File: src/hdl/ocs_cfg.svh
// Purpose: Constants of the oscillator control and status block.
// Assumes: 32-bit AXI4-Lite register bus, byte addresses below.
// Notes:   Types live in ocs_pkg; every offset, control and event field and timing constant lives here.
`ifndef OCS_CFG_SVH
`define OCS_CFG_SVH

`define OCS_OFF_CTRL      8'h00
`define OCS_OFF_KEY       8'h04
`define OCS_OFF_STAT      8'h08
`define OCS_OFF_MASK      8'h0c
`define OCS_OFF_INFO      8'h10

`define OCS_BIT_SWITCH    0
`define OCS_BIT_SECOND    1
`define OCS_BIT_SLEEPKEEP 2
`define OCS_BIT_FAIL      3
`define OCS_BIT_UNUSED    4
`define OCS_BIT_PLLLOCK   5
`define OCS_BIT_PINFRZ    6
`define OCS_BIT_CLKFRZ    7
`define OCS_NSRC_LSB      8
`define OCS_CSRC_LSB      12

`define OCS_EV_FAIL       0
`define OCS_EV_SWDONE     1
`define OCS_EV_LOCK       2
`define OCS_EV_W          3

`define OCS_KEY_FIRST     32'h0000_0046
`define OCS_KEY_SECOND    32'h0000_0057

`define OCS_SRC_FRC_PLL   3'h1
`define OCS_SRC_PRI_PLL   3'h3
`define OCS_PLL_MULT      4

`define OCS_PLL_START_NS  2000000
`define OCS_CLK_PERIOD_NS 10
`define OCS_STRAP_WAIT    2'h3

`define OCS_RESP_OKAY     2'h0
`define OCS_RESP_SLVERR   2'h2

`endif

File: src/hdl/ocs_pkg.sv
// Purpose: Types of the oscillator control and status block.
// Assumes: Constants come from ocs_cfg.svh.
// Notes:   Switch state codes are one-hot.
package ocs_pkg;

  typedef logic [2:0] ocs_src_t;

  typedef enum logic [2:0] {
    OCS_IDLE = 3'b001,
    OCS_REQ  = 3'b010,
    OCS_DONE = 3'b100
  } ocs_sw_state_t;

endpackage

File: src/hdl/ocs_osc_ctrl.sv
// Purpose: Oscillator control and status register with switch sequencing.
// Assumes: All pin inputs are asynchronous to mclk and pass two flip-flops.
// Notes:   Clock switching runs a request/acknowledge handshake with the clock mux.
`timescale 1ns/1ps
`include "ocs_cfg.svh"
module ocs_osc_ctrl #(
  parameter int unsigned ADDR_W        = 8,
  parameter int unsigned PLL_START_NS  = `OCS_PLL_START_NS,
  parameter int unsigned CLK_PERIOD_NS = `OCS_CLK_PERIOD_NS
) (
  input  logic              mclk,
  input  logic              rst,
  input  logic [ADDR_W-1:0] s_axi_awaddr,
  input  logic              s_axi_awvalid,
  output logic              s_axi_awready,
  input  logic [31:0]       s_axi_wdata,
  input  logic [3:0]        s_axi_wstrb,
  input  logic              s_axi_wvalid,
  output logic              s_axi_wready,
  output logic [1:0]        s_axi_bresp,
  output logic              s_axi_bvalid,
  input  logic              s_axi_bready,
  input  logic [ADDR_W-1:0] s_axi_araddr,
  input  logic              s_axi_arvalid,
  output logic              s_axi_arready,
  output logic [31:0]       s_axi_rdata,
  output logic [1:0]        s_axi_rresp,
  output logic              s_axi_rvalid,
  input  logic              s_axi_rready,
  input  ocs_pkg::ocs_src_t initialOscConfig,
  input  logic              monitorConfigBit,
  input  logic              onePinFreezeCfg,
  input  logic              clockFailDetect,
  input  logic              pllLockRaw,
  input  logic              sleepMode,
  input  logic              switchAck,
  output ocs_pkg::ocs_src_t currentSource,
  output ocs_pkg::ocs_src_t targetSource,
  output logic              oscSwitchReq,
  output logic              pllEnable,
  output logic              primaryOscRun,
  output logic              secondaryOscEnable,
  output logic              pinMapFreeze,
  output logic              irq
);
  import ocs_pkg::*;

  localparam int unsigned PLL_START_CYC =
    (PLL_START_NS + CLK_PERIOD_NS - 1) / CLK_PERIOD_NS;
  localparam int unsigned PLL_CNT_W = $clog2(PLL_START_CYC + 1);
  localparam int unsigned SYNC_W    = 9;

  if (PLL_START_CYC < 1 || CLK_PERIOD_NS < 1) begin : gBadTiming
    $error("ocs_osc_ctrl: PLL start-up time must be at least one cycle");
  end
  if (ADDR_W < 8 || ADDR_W > 32) begin : gBadAddr
    $error("ocs_osc_ctrl: ADDR_W must lie between 8 and 32");
  end

  logic              wrStb;
  logic [ADDR_W-1:0] wrAddr;
  logic [31:0]       wrData;
  logic [3:0]        wrStrb;
  logic              wrOk;
  logic [ADDR_W-1:0] rdAddr;
  logic [31:0]       rdData;
  logic              rdOk;

  logic [SYNC_W-1:0] syncA_q;
  logic [SYNC_W-1:0] syncB_q;
  logic              failSync;
  logic              lockSync;
  logic              sleepSync;
  logic              monitorSync;
  logic              oneWaySync;
  logic              ackSync;
  ocs_src_t          initSync;

  logic [1:0]        strapCnt_q;
  logic              strapDone;
  ocs_sw_state_t     state_q;
  ocs_src_t          nsrc_q;
  ocs_src_t          csrc_q;
  logic              osc_switch_enable_q;
  logic              clkFreeze_q;
  logic              pinFreeze_q;
  logic              sleepKeep_q;
  logic              secEn_q;
  logic              failFlag_q;
  logic              failPrev_q;
  logic              keyStage_q;
  logic              unlockArmed_q;
  logic [PLL_CNT_W-1:0] pllCnt_q;
  logic              lockPrev_q;
  logic [`OCS_EV_W-1:0] evStat_q;
  logic [`OCS_EV_W-1:0] evMask_q;

  logic              selFrozen;
  logic              pllMode;
  logic              lockStatus;
  logic              failRise;
  logic              ctrlWrLo;
  logic              ctrlWrHi;
  logic              keyWr;
  logic [`OCS_EV_W-1:0] events;
  logic [7:0]        ctrlLow;

  function automatic logic usesPll(input ocs_src_t src);
    usesPll = (src == `OCS_SRC_FRC_PLL) || (src == `OCS_SRC_PRI_PLL);
  endfunction

  function automatic logic isMapped(input logic [ADDR_W-1:0] addr);
    isMapped = (addr == ADDR_W'(`OCS_OFF_CTRL)) || (addr == ADDR_W'(`OCS_OFF_KEY)) ||
               (addr == ADDR_W'(`OCS_OFF_STAT)) || (addr == ADDR_W'(`OCS_OFF_MASK)) ||
               (addr == ADDR_W'(`OCS_OFF_INFO));
  endfunction

  ocs_axil_slave #(
    .ADDR_W (ADDR_W)
  ) uBus (
    .mclk          (mclk),
    .rst           (rst),
    .s_axi_awaddr  (s_axi_awaddr),
    .s_axi_awvalid (s_axi_awvalid),
    .s_axi_awready (s_axi_awready),
    .s_axi_wdata   (s_axi_wdata),
    .s_axi_wstrb   (s_axi_wstrb),
    .s_axi_wvalid  (s_axi_wvalid),
    .s_axi_wready  (s_axi_wready),
    .s_axi_bresp   (s_axi_bresp),
    .s_axi_bvalid  (s_axi_bvalid),
    .s_axi_bready  (s_axi_bready),
    .s_axi_araddr  (s_axi_araddr),
    .s_axi_arvalid (s_axi_arvalid),
    .s_axi_arready (s_axi_arready),
    .s_axi_rdata   (s_axi_rdata),
    .s_axi_rresp   (s_axi_rresp),
    .s_axi_rvalid  (s_axi_rvalid),
    .s_axi_rready  (s_axi_rready),
    .wrStb         (wrStb),
    .wrAddr        (wrAddr),
    .wrData        (wrData),
    .wrStrb        (wrStrb),
    .wrOk          (wrOk),
    .rdAddr        (rdAddr),
    .rdData        (rdData),
    .rdOk          (rdOk)
  );

  // Two-flop synchronisers; only the second stage is ever read.
  always_ff @(posedge mclk or posedge rst) begin
    if (rst) begin
      syncA_q <= '0;
      syncB_q <= '0;
    end else begin
      syncA_q <= {initialOscConfig, switchAck, onePinFreezeCfg, monitorConfigBit,
                  sleepMode, pllLockRaw, clockFailDetect};
      syncB_q <= syncA_q;
    end
  end

  assign failSync    = syncB_q[0];
  assign lockSync    = syncB_q[1];
  assign sleepSync   = syncB_q[2];
  assign monitorSync = syncB_q[3];
  assign oneWaySync  = syncB_q[4];
  assign ackSync     = syncB_q[5];
  assign initSync    = syncB_q[8:6];

  assign wrOk     = isMapped(wrAddr);
  assign rdOk     = isMapped(rdAddr);
  assign ctrlWrLo = wrStb && (wrAddr == ADDR_W'(`OCS_OFF_CTRL)) && wrStrb[0];
  assign ctrlWrHi = wrStb && (wrAddr == ADDR_W'(`OCS_OFF_CTRL)) && wrStrb[1];
  assign keyWr    = wrStb && (wrAddr == ADDR_W'(`OCS_OFF_KEY));

  assign selFrozen = clkFreeze_q && monitorSync;
  assign strapDone = (strapCnt_q == `OCS_STRAP_WAIT);
  assign pllMode   = strapDone && usesPll(csrc_q) && (state_q == OCS_IDLE);
  assign lockStatus = pllMode &&
                      (lockSync || (pllCnt_q == PLL_CNT_W'(PLL_START_CYC)));
  assign failRise  = failSync && !failPrev_q && monitorSync;

  // Pins need two cycles to settle through the synchronisers before the strap is read.
  always_ff @(posedge mclk or posedge rst) begin
    if (rst) begin
      strapCnt_q <= 2'h0;
    end else if (!strapDone) begin
      strapCnt_q <= strapCnt_q + 2'h1;
    end
  end

  always_ff @(posedge mclk or posedge rst) begin
    if (rst) begin
      state_q <= OCS_IDLE;
    end else begin
      case (state_q)
        OCS_IDLE: begin
          if (osc_switch_enable_q && strapDone) begin
            state_q <= OCS_REQ;
          end
        end
        OCS_REQ: begin
          if (ackSync) begin
            state_q <= OCS_DONE;
          end
        end
        OCS_DONE: begin
          if (!ackSync) begin
            state_q <= OCS_IDLE;
          end
        end
        default: state_q <= OCS_IDLE;
      endcase
    end
  end

  always_ff @(posedge mclk or posedge rst) begin
    if (rst) begin
      osc_switch_enable_q <= 1'b0;
    end else if ((state_q == OCS_DONE) && !ackSync) begin
      osc_switch_enable_q <= 1'b0;
    end else if (ctrlWrLo && wrData[`OCS_BIT_SWITCH] && !selFrozen &&
                 (state_q == OCS_IDLE)) begin
      osc_switch_enable_q <= 1'b1;
    end
  end

  always_ff @(posedge mclk or posedge rst) begin
    if (rst) begin
      nsrc_q <= '0;
      csrc_q <= '0;
    end else if (strapCnt_q == (`OCS_STRAP_WAIT - 2'h1)) begin
      nsrc_q <= initSync;
      csrc_q <= initSync;
    end else begin
      if (ctrlWrHi && !selFrozen && !osc_switch_enable_q) begin
        nsrc_q <= wrData[`OCS_NSRC_LSB +: 3];
      end
      if ((state_q == OCS_REQ) && ackSync) begin
        csrc_q <= nsrc_q;
      end
    end
  end

  always_ff @(posedge mclk or posedge rst) begin
    if (rst) begin
      clkFreeze_q <= 1'b0;
      sleepKeep_q <= 1'b0;
      secEn_q     <= 1'b0;
    end else if (ctrlWrLo) begin
      clkFreeze_q <= wrData[`OCS_BIT_CLKFRZ];
      sleepKeep_q <= wrData[`OCS_BIT_SLEEPKEEP];
      secEn_q     <= wrData[`OCS_BIT_SECOND];
    end
  end

  // A first key then a second key arms one control write for the pin freeze bit.
  always_ff @(posedge mclk or posedge rst) begin
    if (rst) begin
      keyStage_q    <= 1'b0;
      unlockArmed_q <= 1'b0;
    end else if (keyWr) begin
      keyStage_q    <= (wrData == `OCS_KEY_FIRST);
      unlockArmed_q <= keyStage_q && (wrData == `OCS_KEY_SECOND);
    end else if (ctrlWrLo) begin
      keyStage_q    <= 1'b0;
      unlockArmed_q <= 1'b0;
    end
  end

  always_ff @(posedge mclk or posedge rst) begin
    if (rst) begin
      pinFreeze_q <= 1'b0;
    end else if (ctrlWrLo && unlockArmed_q) begin
      if (wrData[`OCS_BIT_PINFRZ] || !(oneWaySync && pinFreeze_q)) begin
        pinFreeze_q <= wrData[`OCS_BIT_PINFRZ];
      end
    end
  end

  always_ff @(posedge mclk or posedge rst) begin
    if (rst) begin
      failPrev_q <= 1'b0;
      failFlag_q <= 1'b0;
    end else begin
      failPrev_q <= failSync;
      if (failRise) begin
        failFlag_q <= 1'b1;
      end else if (ctrlWrLo && !wrData[`OCS_BIT_FAIL]) begin
        failFlag_q <= 1'b0;
      end
    end
  end

  // The start-up timer restarts whenever the PLL leaves service.
  always_ff @(posedge mclk or posedge rst) begin
    if (rst) begin
      pllCnt_q <= '0;
    end else if (!pllMode) begin
      pllCnt_q <= '0;
    end else if (pllCnt_q != PLL_CNT_W'(PLL_START_CYC)) begin
      pllCnt_q <= pllCnt_q + PLL_CNT_W'(1);
    end
  end

  always_ff @(posedge mclk or posedge rst) begin
    if (rst) begin
      lockPrev_q <= 1'b0;
    end else begin
      lockPrev_q <= lockStatus;
    end
  end

  always_comb begin
    events = '0;
    events[`OCS_EV_FAIL]   = failRise;
    events[`OCS_EV_SWDONE] = (state_q == OCS_DONE) && !ackSync;
    events[`OCS_EV_LOCK]   = lockStatus && !lockPrev_q;
  end

  // New events win over a write-one-to-clear in the same cycle.
  always_ff @(posedge mclk or posedge rst) begin
    if (rst) begin
      evStat_q <= '0;
    end else if (wrStb && (wrAddr == ADDR_W'(`OCS_OFF_STAT)) && wrStrb[0]) begin
      evStat_q <= (evStat_q & ~wrData[`OCS_EV_W-1:0]) | events;
    end else begin
      evStat_q <= evStat_q | events;
    end
  end

  always_ff @(posedge mclk or posedge rst) begin
    if (rst) begin
      evMask_q <= '0;
    end else if (wrStb && (wrAddr == ADDR_W'(`OCS_OFF_MASK)) && wrStrb[0]) begin
      evMask_q <= wrData[`OCS_EV_W-1:0];
    end
  end

  always_comb begin
    ctrlLow = 8'h00;
    ctrlLow[`OCS_BIT_CLKFRZ]    = clkFreeze_q;
    ctrlLow[`OCS_BIT_PINFRZ]    = pinFreeze_q;
    ctrlLow[`OCS_BIT_PLLLOCK]   = lockStatus;
    ctrlLow[`OCS_BIT_UNUSED]    = 1'b0;
    ctrlLow[`OCS_BIT_FAIL]      = failFlag_q;
    ctrlLow[`OCS_BIT_SLEEPKEEP] = sleepKeep_q;
    ctrlLow[`OCS_BIT_SECOND]    = secEn_q;
    ctrlLow[`OCS_BIT_SWITCH]    = osc_switch_enable_q;
  end

  always_comb begin
    rdData = 32'h0;
    if (rdAddr == ADDR_W'(`OCS_OFF_CTRL)) begin
      rdData[7:0] = ctrlLow;
      rdData[`OCS_NSRC_LSB +: 3] = nsrc_q;
      rdData[`OCS_CSRC_LSB +: 3] = csrc_q;
    end else if (rdAddr == ADDR_W'(`OCS_OFF_STAT)) begin
      rdData[`OCS_EV_W-1:0] = evStat_q;
    end else if (rdAddr == ADDR_W'(`OCS_OFF_MASK)) begin
      rdData[`OCS_EV_W-1:0] = evMask_q;
    end else if (rdAddr == ADDR_W'(`OCS_OFF_INFO)) begin
      rdData[0] = monitorSync;
      rdData[1] = oneWaySync;
      rdData[2] = (state_q != OCS_IDLE);
      rdData[3] = selFrozen;
      rdData[4] = unlockArmed_q;
    end
  end

  always_ff @(posedge mclk or posedge rst) begin
    if (rst) begin
      oscSwitchReq       <= 1'b0;
      pllEnable          <= 1'b0;
      primaryOscRun      <= 1'b1;
      secondaryOscEnable <= 1'b0;
      irq                <= 1'b0;
    end else begin
      oscSwitchReq       <= (state_q == OCS_IDLE) && osc_switch_enable_q && strapDone;
      if ((state_q == OCS_REQ) && ackSync) begin
        oscSwitchReq <= 1'b0;
      end else if (state_q == OCS_REQ) begin
        oscSwitchReq <= 1'b1;
      end
      pllEnable          <= strapDone && usesPll(csrc_q);
      primaryOscRun      <= !sleepSync || sleepKeep_q;
      secondaryOscEnable <= secEn_q;
      irq                <= |(evStat_q & evMask_q);
    end
  end

  assign currentSource = csrc_q;
  assign targetSource  = nsrc_q;
  assign pinMapFreeze  = pinFreeze_q;
endmodule // ocs_osc_ctrl

File: src/hdl/ocs_axil_slave.sv
// Purpose: AXI4-Lite slave front end for the oscillator control block.
// Assumes: One write and one read outstanding at most.
// Notes:   Address and data are taken in either order; strobe fires once both held.
`timescale 1ns/1ps
`include "ocs_cfg.svh"
module ocs_axil_slave #(
  parameter int unsigned ADDR_W = 8
) (
  input  logic              mclk,
  input  logic              rst,
  input  logic [ADDR_W-1:0] s_axi_awaddr,
  input  logic              s_axi_awvalid,
  output logic              s_axi_awready,
  input  logic [31:0]       s_axi_wdata,
  input  logic [3:0]        s_axi_wstrb,
  input  logic              s_axi_wvalid,
  output logic              s_axi_wready,
  output logic [1:0]        s_axi_bresp,
  output logic              s_axi_bvalid,
  input  logic              s_axi_bready,
  input  logic [ADDR_W-1:0] s_axi_araddr,
  input  logic              s_axi_arvalid,
  output logic              s_axi_arready,
  output logic [31:0]       s_axi_rdata,
  output logic [1:0]        s_axi_rresp,
  output logic              s_axi_rvalid,
  input  logic              s_axi_rready,
  output logic              wrStb,
  output logic [ADDR_W-1:0] wrAddr,
  output logic [31:0]       wrData,
  output logic [3:0]        wrStrb,
  input  logic              wrOk,
  output logic [ADDR_W-1:0] rdAddr,
  input  logic [31:0]       rdData,
  input  logic              rdOk
);
  logic awHeld_q;
  logic wHeld_q;

  assign s_axi_awready = !awHeld_q && !s_axi_bvalid;
  assign s_axi_wready  = !wHeld_q && !s_axi_bvalid;
  assign wrStb         = awHeld_q && wHeld_q;
  assign s_axi_arready = !s_axi_rvalid;
  assign rdAddr        = s_axi_araddr;

  always_ff @(posedge mclk or posedge rst) begin
    if (rst) begin
      awHeld_q <= 1'b0;
      wHeld_q  <= 1'b0;
      wrAddr   <= '0;
      wrData   <= 32'h0;
      wrStrb   <= 4'h0;
    end else begin
      if (s_axi_awvalid && s_axi_awready) begin
        awHeld_q <= 1'b1;
        wrAddr   <= s_axi_awaddr;
      end else if (wrStb) begin
        awHeld_q <= 1'b0;
      end
      if (s_axi_wvalid && s_axi_wready) begin
        wHeld_q <= 1'b1;
        wrData  <= s_axi_wdata;
        wrStrb  <= s_axi_wstrb;
      end else if (wrStb) begin
        wHeld_q <= 1'b0;
      end
    end
  end

  always_ff @(posedge mclk or posedge rst) begin
    if (rst) begin
      s_axi_bvalid <= 1'b0;
      s_axi_bresp  <= `OCS_RESP_OKAY;
    end else if (wrStb) begin
      s_axi_bvalid <= 1'b1;
      s_axi_bresp  <= wrOk ? `OCS_RESP_OKAY : `OCS_RESP_SLVERR;
    end else if (s_axi_bready) begin
      s_axi_bvalid <= 1'b0;
    end
  end

  always_ff @(posedge mclk or posedge rst) begin
    if (rst) begin
      s_axi_rvalid <= 1'b0;
      s_axi_rdata  <= 32'h0;
      s_axi_rresp  <= `OCS_RESP_OKAY;
    end else if (s_axi_arvalid && s_axi_arready) begin
      s_axi_rvalid <= 1'b1;
      s_axi_rdata  <= rdOk ? rdData : 32'h0;
      s_axi_rresp  <= rdOk ? `OCS_RESP_OKAY : `OCS_RESP_SLVERR;
    end else if (s_axi_rready) begin
      s_axi_rvalid <= 1'b0;
    end
  end
endmodule // ocs_axil_slave

File: config.mk
export PLATFORM = sky130hd
export DESIGN_NAME = ocs_osc_ctrl
export DESIGN_NICKNAME = d
export VERILOG_FILES = /design/src/hdl/ocs_pkg.sv /design/src/hdl/ocs_osc_ctrl.sv /design/src/hdl/ocs_axil_slave.sv
export VERILOG_INCLUDE_DIRS = /design/src /design/src/hdl
export SDC_FILE = /design/constraint.sdc
export NUM_CORES = 1
export LEC_CHECK = 0
export ABC_AREA = 1
export BUFFER_PORTS_ARGS = -buffer_cell sky130_fd_sc_hd__buf_2
export CAP_MARGIN = 20
export CORE_MARGIN = 3
export CORE_UTILIZATION = 45
export CTS_CLUSTER_DIAMETER = 150
export CTS_CLUSTER_SIZE = 20
export DETAILED_ROUTE_END_ITERATION = 12
export PLACE_DENSITY_LB_ADDON = 0.05
export SLEW_MARGIN = 20
export SYNTH_ARGS = -nofsm -noshare
export SYNTH_HDL_FRONTEND = slang
export SYNTH_SLANG_ARGS = --single-unit
export TNS_END_PERCENT = 1
File: constraint.sdc
create_clock -name mclk -period 14.51 [get_ports mclk]
set_clock_uncertainty 0.2 [all_clocks]
set_input_delay 3.6275 -clock mclk [delete_from_list [all_inputs] [get_ports mclk]]
set_output_delay 3.6275 -clock mclk [all_outputs]
set_load 0.01 [all_outputs]
# ---- Word level (Yosys, flattened, before mapping)
# Cells that the tools add are included.
dict set report word_totals {
  reg_bits 150
  out_inout_bits 53
  input_bits 68
  elab_cells 176
}
dict set report op_classes {
  muxes 38
  n_eq_ne 24
  n_reduce_logical 73
  n_addsub 2
  n_bitwise 5
}
# op n
set op_table {}
lappend op_table {{32-bit by 7-bit equality test with 1-bit output, second input constant} 2}
lappend op_table {{18-bit 2-to-1 mux} 2}
lappend op_table {{1-bit logical AND} 35}
lappend op_table {{3-bit 2-to-1 mux} 11}
lappend op_table {{8-bit by 4-bit equality test with 1-bit output, second input constant} 4}
lappend op_table {{18-bit by 1-bit adder with 18-bit output, second input constant} 1}
lappend op_table {{18-bit equality test, second input constant} 1}
lappend op_table {{18-bit inequality test, second input constant} 1}
lappend op_table {{2-bit nonzero test} 9}
lappend op_table {{8-bit by 3-bit equality test with 1-bit output, second input constant} 2}
lappend op_table {{8-bit by 5-bit equality test with 1-bit output, second input constant} 2}
lappend op_table {{8-bit logical NOT} 2}
lappend op_table {{1-bit 2-to-1 mux} 16}
lappend op_table {{15-bit 2-to-1 mux} 1}
lappend op_table {{1-bit logical NOT} 12}
lappend op_table {{1-bit logical OR} 12}
lappend op_table {{5-bit 2-to-1 mux} 2}
lappend op_table {{3-bit case mux with 3 select lines} 1}
lappend op_table {{2-bit 2-to-1 mux} 4}
lappend op_table {{3-bit bitwise AND} 2}
lappend op_table {{3-bit by 1-bit equality test with 1-bit output, second input constant} 2}
lappend op_table {{3-bit by 2-bit equality test with 1-bit output, second input constant} 2}
lappend op_table {{6-bit 2-to-1 mux} 1}
lappend op_table {{2-bit inequality test, second input constant} 3}
lappend op_table {{other kinds (10)} 12}

# ---- Depth between registers and ports, before layout
dict set report depth {
  word_depth 8
  depth_mapped 9
}

# ---- Hierarchy
# Synthesis repeated with hierarchy kept, for this count alone.
dict set report hier_totals {
  cells_unflattened 776
  hier_area_um2 6640.1
}
# module instances cells_each area_each_um2 seq_area_each_um2
set by_module_without_submodules {}
lappend by_module_without_submodules {ocs_osc_ctrl 1 412 3320.7 1704.1}
lappend by_module_without_submodules {ocs_axil_slave 1 364 3319.4 2052.0}

# ---- Least setup slack after synthesis
# OpenSTA, ideal clock, no wires.
dict set report synth_path {
  path_kind {in2reg}
  from {in s_axi_araddr[1]}
  to {reg uBus.s_axi_rdata[0]}
  stages 9
  setup_time_ps 66
  arrival_time_ps 4399
  slack_ps 9846
  required_time_ps 14244
  path_cell_list {nor2_1 > inv_1 > nor2_1 > nand2_1 > nand2_1 > nand2_2 > nor2_1 > nand2_1 > nand2_1}
}
dict set report synth_between {
  elab_chain_len 6
}
# element line_no
set synth_lines {}
lappend synth_lines {{start, declared} ocs_osc_ctrl.sv:23} ;# input logic [ADDR_W-1:0] s_axi_araddr,
lappend synth_lines {{8-bit by 5-bit equality test with 1-bit output (tied with other cells)} {ocs_osc_ctrl.sv:115, ocs_osc_ctrl.sv:362}}
lappend synth_lines {{5-bit 2-to-1 mux / 1-bit logical OR (equally long branches)} {ocs_osc_ctrl.sv:362, ocs_osc_ctrl.sv:113}}
lappend synth_lines {{3-bit 2-to-1 mux / 1-bit logical OR (equally long branches)} {ocs_osc_ctrl.sv:360, ocs_osc_ctrl.sv:113}}
lappend synth_lines {{3-bit 2-to-1 mux / 1-bit logical OR (equally long branches)} {ocs_osc_ctrl.sv:358, ocs_osc_ctrl.sv:113}}
lappend synth_lines {{5-bit 2-to-1 mux / 1-bit logical OR (equally long branches)} {ocs_osc_ctrl.sv:354, ocs_osc_ctrl.sv:113}}
lappend synth_lines {{15-bit 2-to-1 mux *} ocs_axil_slave.sv:89} ;# s_axi_rdata <= rdOk ? rdData : 32'h0;
lappend synth_lines {{end signal, assigned} ocs_axil_slave.sv:89}
lappend synth_lines {{end, declared} ocs_axil_slave.sv:24} ;# output logic [31:0] s_axi_rdata,
# Every way passes the cells marked *; elsewhere a longest branch is shown, timed or not.
# A chain may end at the register's enable or synchronous reset.

# ---- Worst setup path in the final report
dict set report layout_path {
  from {reg uBus.awHeld_q}
  to {out s_axi_awready}
}
dict set report layout_between {
  elab_chain_len 2
}
# element line_no
set layout_lines {}
lappend layout_lines {{start, declared} ocs_axil_slave.sv:37} ;# logic awHeld_q;
lappend layout_lines {{start signal, assigned} ocs_axil_slave.sv:48} ;# awHeld_q <= 1'b0;
lappend layout_lines {{start signal, assigned} ocs_axil_slave.sv:55} ;# awHeld_q <= 1'b1;
lappend layout_lines {{start signal, assigned} ocs_axil_slave.sv:58} ;# awHeld_q <= 1'b0;
lappend layout_lines {{1-bit logical NOT} ocs_axil_slave.sv:40} ;# assign s_axi_awready = !awHeld_q && !s_axi_bvalid;
lappend layout_lines {{1-bit logical AND} ocs_axil_slave.sv:40}
lappend layout_lines {{end, declared} ocs_osc_ctrl.sv:15} ;# output logic s_axi_awready,
# Every way passes these cells.

==> flow_metrics.py <==
metrics = {
    "power": {
        "vdd_drop_max_v": 0.0001499,
        "p_leak_nw": 3.472,
        "powerDensity_nw_per_um2": 159.1,
        "power.total_mw": 1.123,
    },
    "timing": {
        "tns_ps": 0,
        "period_share_pct": 34.04,
        "holdWs_ps": 146.7,
        "slew_headroom_pct": 47.53,
        "timing.fmax_ghz": 0.2025,
        "setup_viol": 0,
        "finalWorstSetupSlack_ps": 9571,
        "drv_slew": 0,
        "hold_violations": 0,
        "finalCriticalPeriod_ps": 4939,
        "tightest_slew_ps": 787.1,
        "rsz0062_at_grt": "false",
    },
    "synthesis": {
        "synth_seq_cells": 130,
        "synth_cell_types": 37,
        "ys_seq_area_share_pct": 55.90,
        "ys_warn_count": 0,
        "synth_top_cell_area_share_pct": 54.99,
        "synth_top_cell_by_area": "dfrtp_1",
        "synth.area.top_cells": "dfrtp_1 55%, nand2_1 7.3%, mux2_2 5.6%",
        "synth.avg_cell_area_sq_um": 9.501,
        "synth_cells": 613,
        "synth_area_sq_um": 5824,
    },
    "cts": {
        "cts_setup_buffers": 0,
        "cts_resized": 0,
        "clk_pin_slew_ps": 60,
        "clk_path_buf_depth": 2,
        "cts_tree": "done",
        "hold_buffers": 0,
        "cts-root-buf": "clkbuf_16",
        "h-tree-depth": 4,
        "cts_made_buffers": 17,
        "clock_sinks": 130,
        "clk_latency_ps": 410,
    },
    "worst_setup_path": {
        "cp_slowest_cell": "dfrtp_1",
        "worst-setup-path-type": "flip-flop to output pin",
        "slowest_delay_ps": 420,
        "path_max_fanout": 4,
        "end_kind": "output pin",
        "crit_family": "flip-flops",
        "arrival_ps": 1110,
        "crit_required_ps": 10680,
        "crit_chain": "nor2_2, buf_2",
        "path_buf_inv": 1,
        "cp-start-kind": "flip-flop",
    },
    "placed_design": {
        "io_buffers": 98,
        "pre_cts_slack_ps": 9013,
        "detailed_place.area_sq_um": 6422,
        "dp_hpwl_um": 9148,
        "place_congestion": 0.8646,
    },
    "floorplanning": {
        "start_util_pct": 47.31,
        "die_x_um": 119.8,
        "fp.dieH_um": 119.8,
        "die_area_sq_um": 14340,
        "num_io_pins": 121,
        "row_count": 40,
        "core_area_sq_um": 12310,
    },
    "min_path": {
        "hp-class": "flip-flop to flip-flop",
    },
    "layout": {
        "design_area_sq_um": 7061,
        "area_growth_syn_to_layout_pct": 21.22,
        "layout_commonest_cell": "dfrtp_1",
        "drive_gt1_share_pct": 26.63,
        "final_cell_mix": "128 x dfrtp_1, 114 x nand2_1, 98 x buf_2, 73 x nor2_1, 59 x inv_1",
        "fillers": 1148,
        "antenna_cells": 0,
        "nNetsFinal": 795,
    },
    "detailed_routing": {
        "top_layer": "met4",
        "drcViolationCount": 0,
        "wl_met3_um": 651,
        "drtIter0Drc": 221,
        "detail_route.wl_per_cell_um": 13.76,
        "routed_via_density": 4.858,
        "num_vias": 4392,
        "wl_met2_um": 5737,
        "drt-total-wl_um": 12440,
        "postRouteAntennaNets": 0,
        "firstDrtPassIters": 4,
        "wl_met1_um": 5971,
    },
    "job": {
        "drv_cap": 0,
    },
    "global_routing": {
        "grt_start_max_net_pins": 90,
        "grtUsageTotal_pct": 18.48,
        "grt-ovfl-total": 0,
        "grt_pass1_vias": 4323,
        "grt_pass1_wl_um": 20980,
        "grt_antenna_before_repair": 0,
    },
    "status": {
        "status": "completed",
    },
}
-- final timing paths --
check	start	depth (start not counted)	end	slack [ps]
max in group asynchronous	rst	3	syncA_q[6]$_DFF_PP0_	9900
min reg2reg	syncA_q[5]$_DFF_PP0_	0	syncB_q[5]$_DFF_PP0_	150
min in group asynchronous	rst	2	uBus.wrData[26]$_DFFE_PP0P_	3060
min	syncA_q[5]$_DFF_PP0_	0	syncB_q[5]$_DFF_PP0_	150
max reg2reg	strapCnt_q[0]$_DFFE_PP0P_	7	uBus.s_axi_rdata[5]$_DFFE_PP0P_	12410
max	uBus.awHeld_q$_DFFE_PP0P_	2	s_axi_awready	9570
-- sequential cells by signal (all words and copies together), names as in the netlist, 8 cells and up --
name / flops
uBus.s_axi_rdata: 14
syncA_q: 9
uBus.wrData: 32
uBus.wrAddr: 8
pllCnt_q: 18
syncB_q: 9
-- metal layers --
metal  up-vias  track usage [%]
met3         6            6.503
met2       106            28.53
met5         -                0
met4         0            4.581
li1       2196                -
met1      2084            25.08
-- cell families after synthesis --
| kind of cell | count (synthesis) | share of synthesized area, % |
|---|---|---|
| other | 1 | 0.06439 |
| buffers and inverters | 91 | 7.347 |
| AND/OR/NAND/NOR | 291 | 23.31 |
| adder cells (fa/ha/maj) | 4 | 0.8593 |
| XOR/XNOR | 3 | 0.4512 |
| flip-flops | 130 | 55.90 |
| multiplexers | 32 | 6.187 |
| AO/OA/AOI/OAI | 61 | 5.886 |
-- synthesized netlist by cell type, drive strengths merged --
| master | n |
|---|---|
| o2111a | 1 |
| ha | 4 |
| inv | 63 |
| mux2 | 32 |
| nand4 | 16 |
| nand3b | 2 |
| nand2 | 124 |
| dfrtp | 128 |
| o21ai | 29 |
| a21oi | 19 |
| dfstp | 2 |
| or2 | 2 |
| nor2 | 83 |
| clkbuf | 1 |
| xnor2 | 1 |
| a22o | 3 |
| o211ai | 5 |
| nor3 | 16 |
| nand3 | 46 |
| nor4 | 2 |
| xor2 | 2 |
| o21a | 2 |
| buf | 27 |
| conb | 1 |
| o22ai | 1 |
| a31oi | 1 |
-- stage by stage --
stage / utilization (%) / std cells
3_5_place_dp: 52.16 / 872
6_report: 57.35 / 904
2_1_floorplan: - / 632
4_1_cts: 57.32 / 904
3_3_place_gp: 52.16 / 872
5_1_grt: 57.35 / 904
-- final cells by class --
type / instances / area [sq um] / share of cell area [%]
Sequential cell: 130 / 3256 / 46.11
Multi-Input combinational cell: 411 / 2212 / 31.33
Timing Repair Buffer: 100 / 509.2 / 7.212
Clock buffer: 19 / 452.9 / 6.415
Inverter: 63 / 239.0 / 3.385
Tap cell: 168 / 210.2 / 2.977
Clock inverter: 13 / 181.4 / 2.570
-- where the power goes --
part	total [mW]	switching [mW]	internal, mW
clock	0.452	0.156	0.296
combinational	0.185	0.101	0.0842
sequential	0.485	0.0496	0.436
Power figures use the tool's default switching activity.
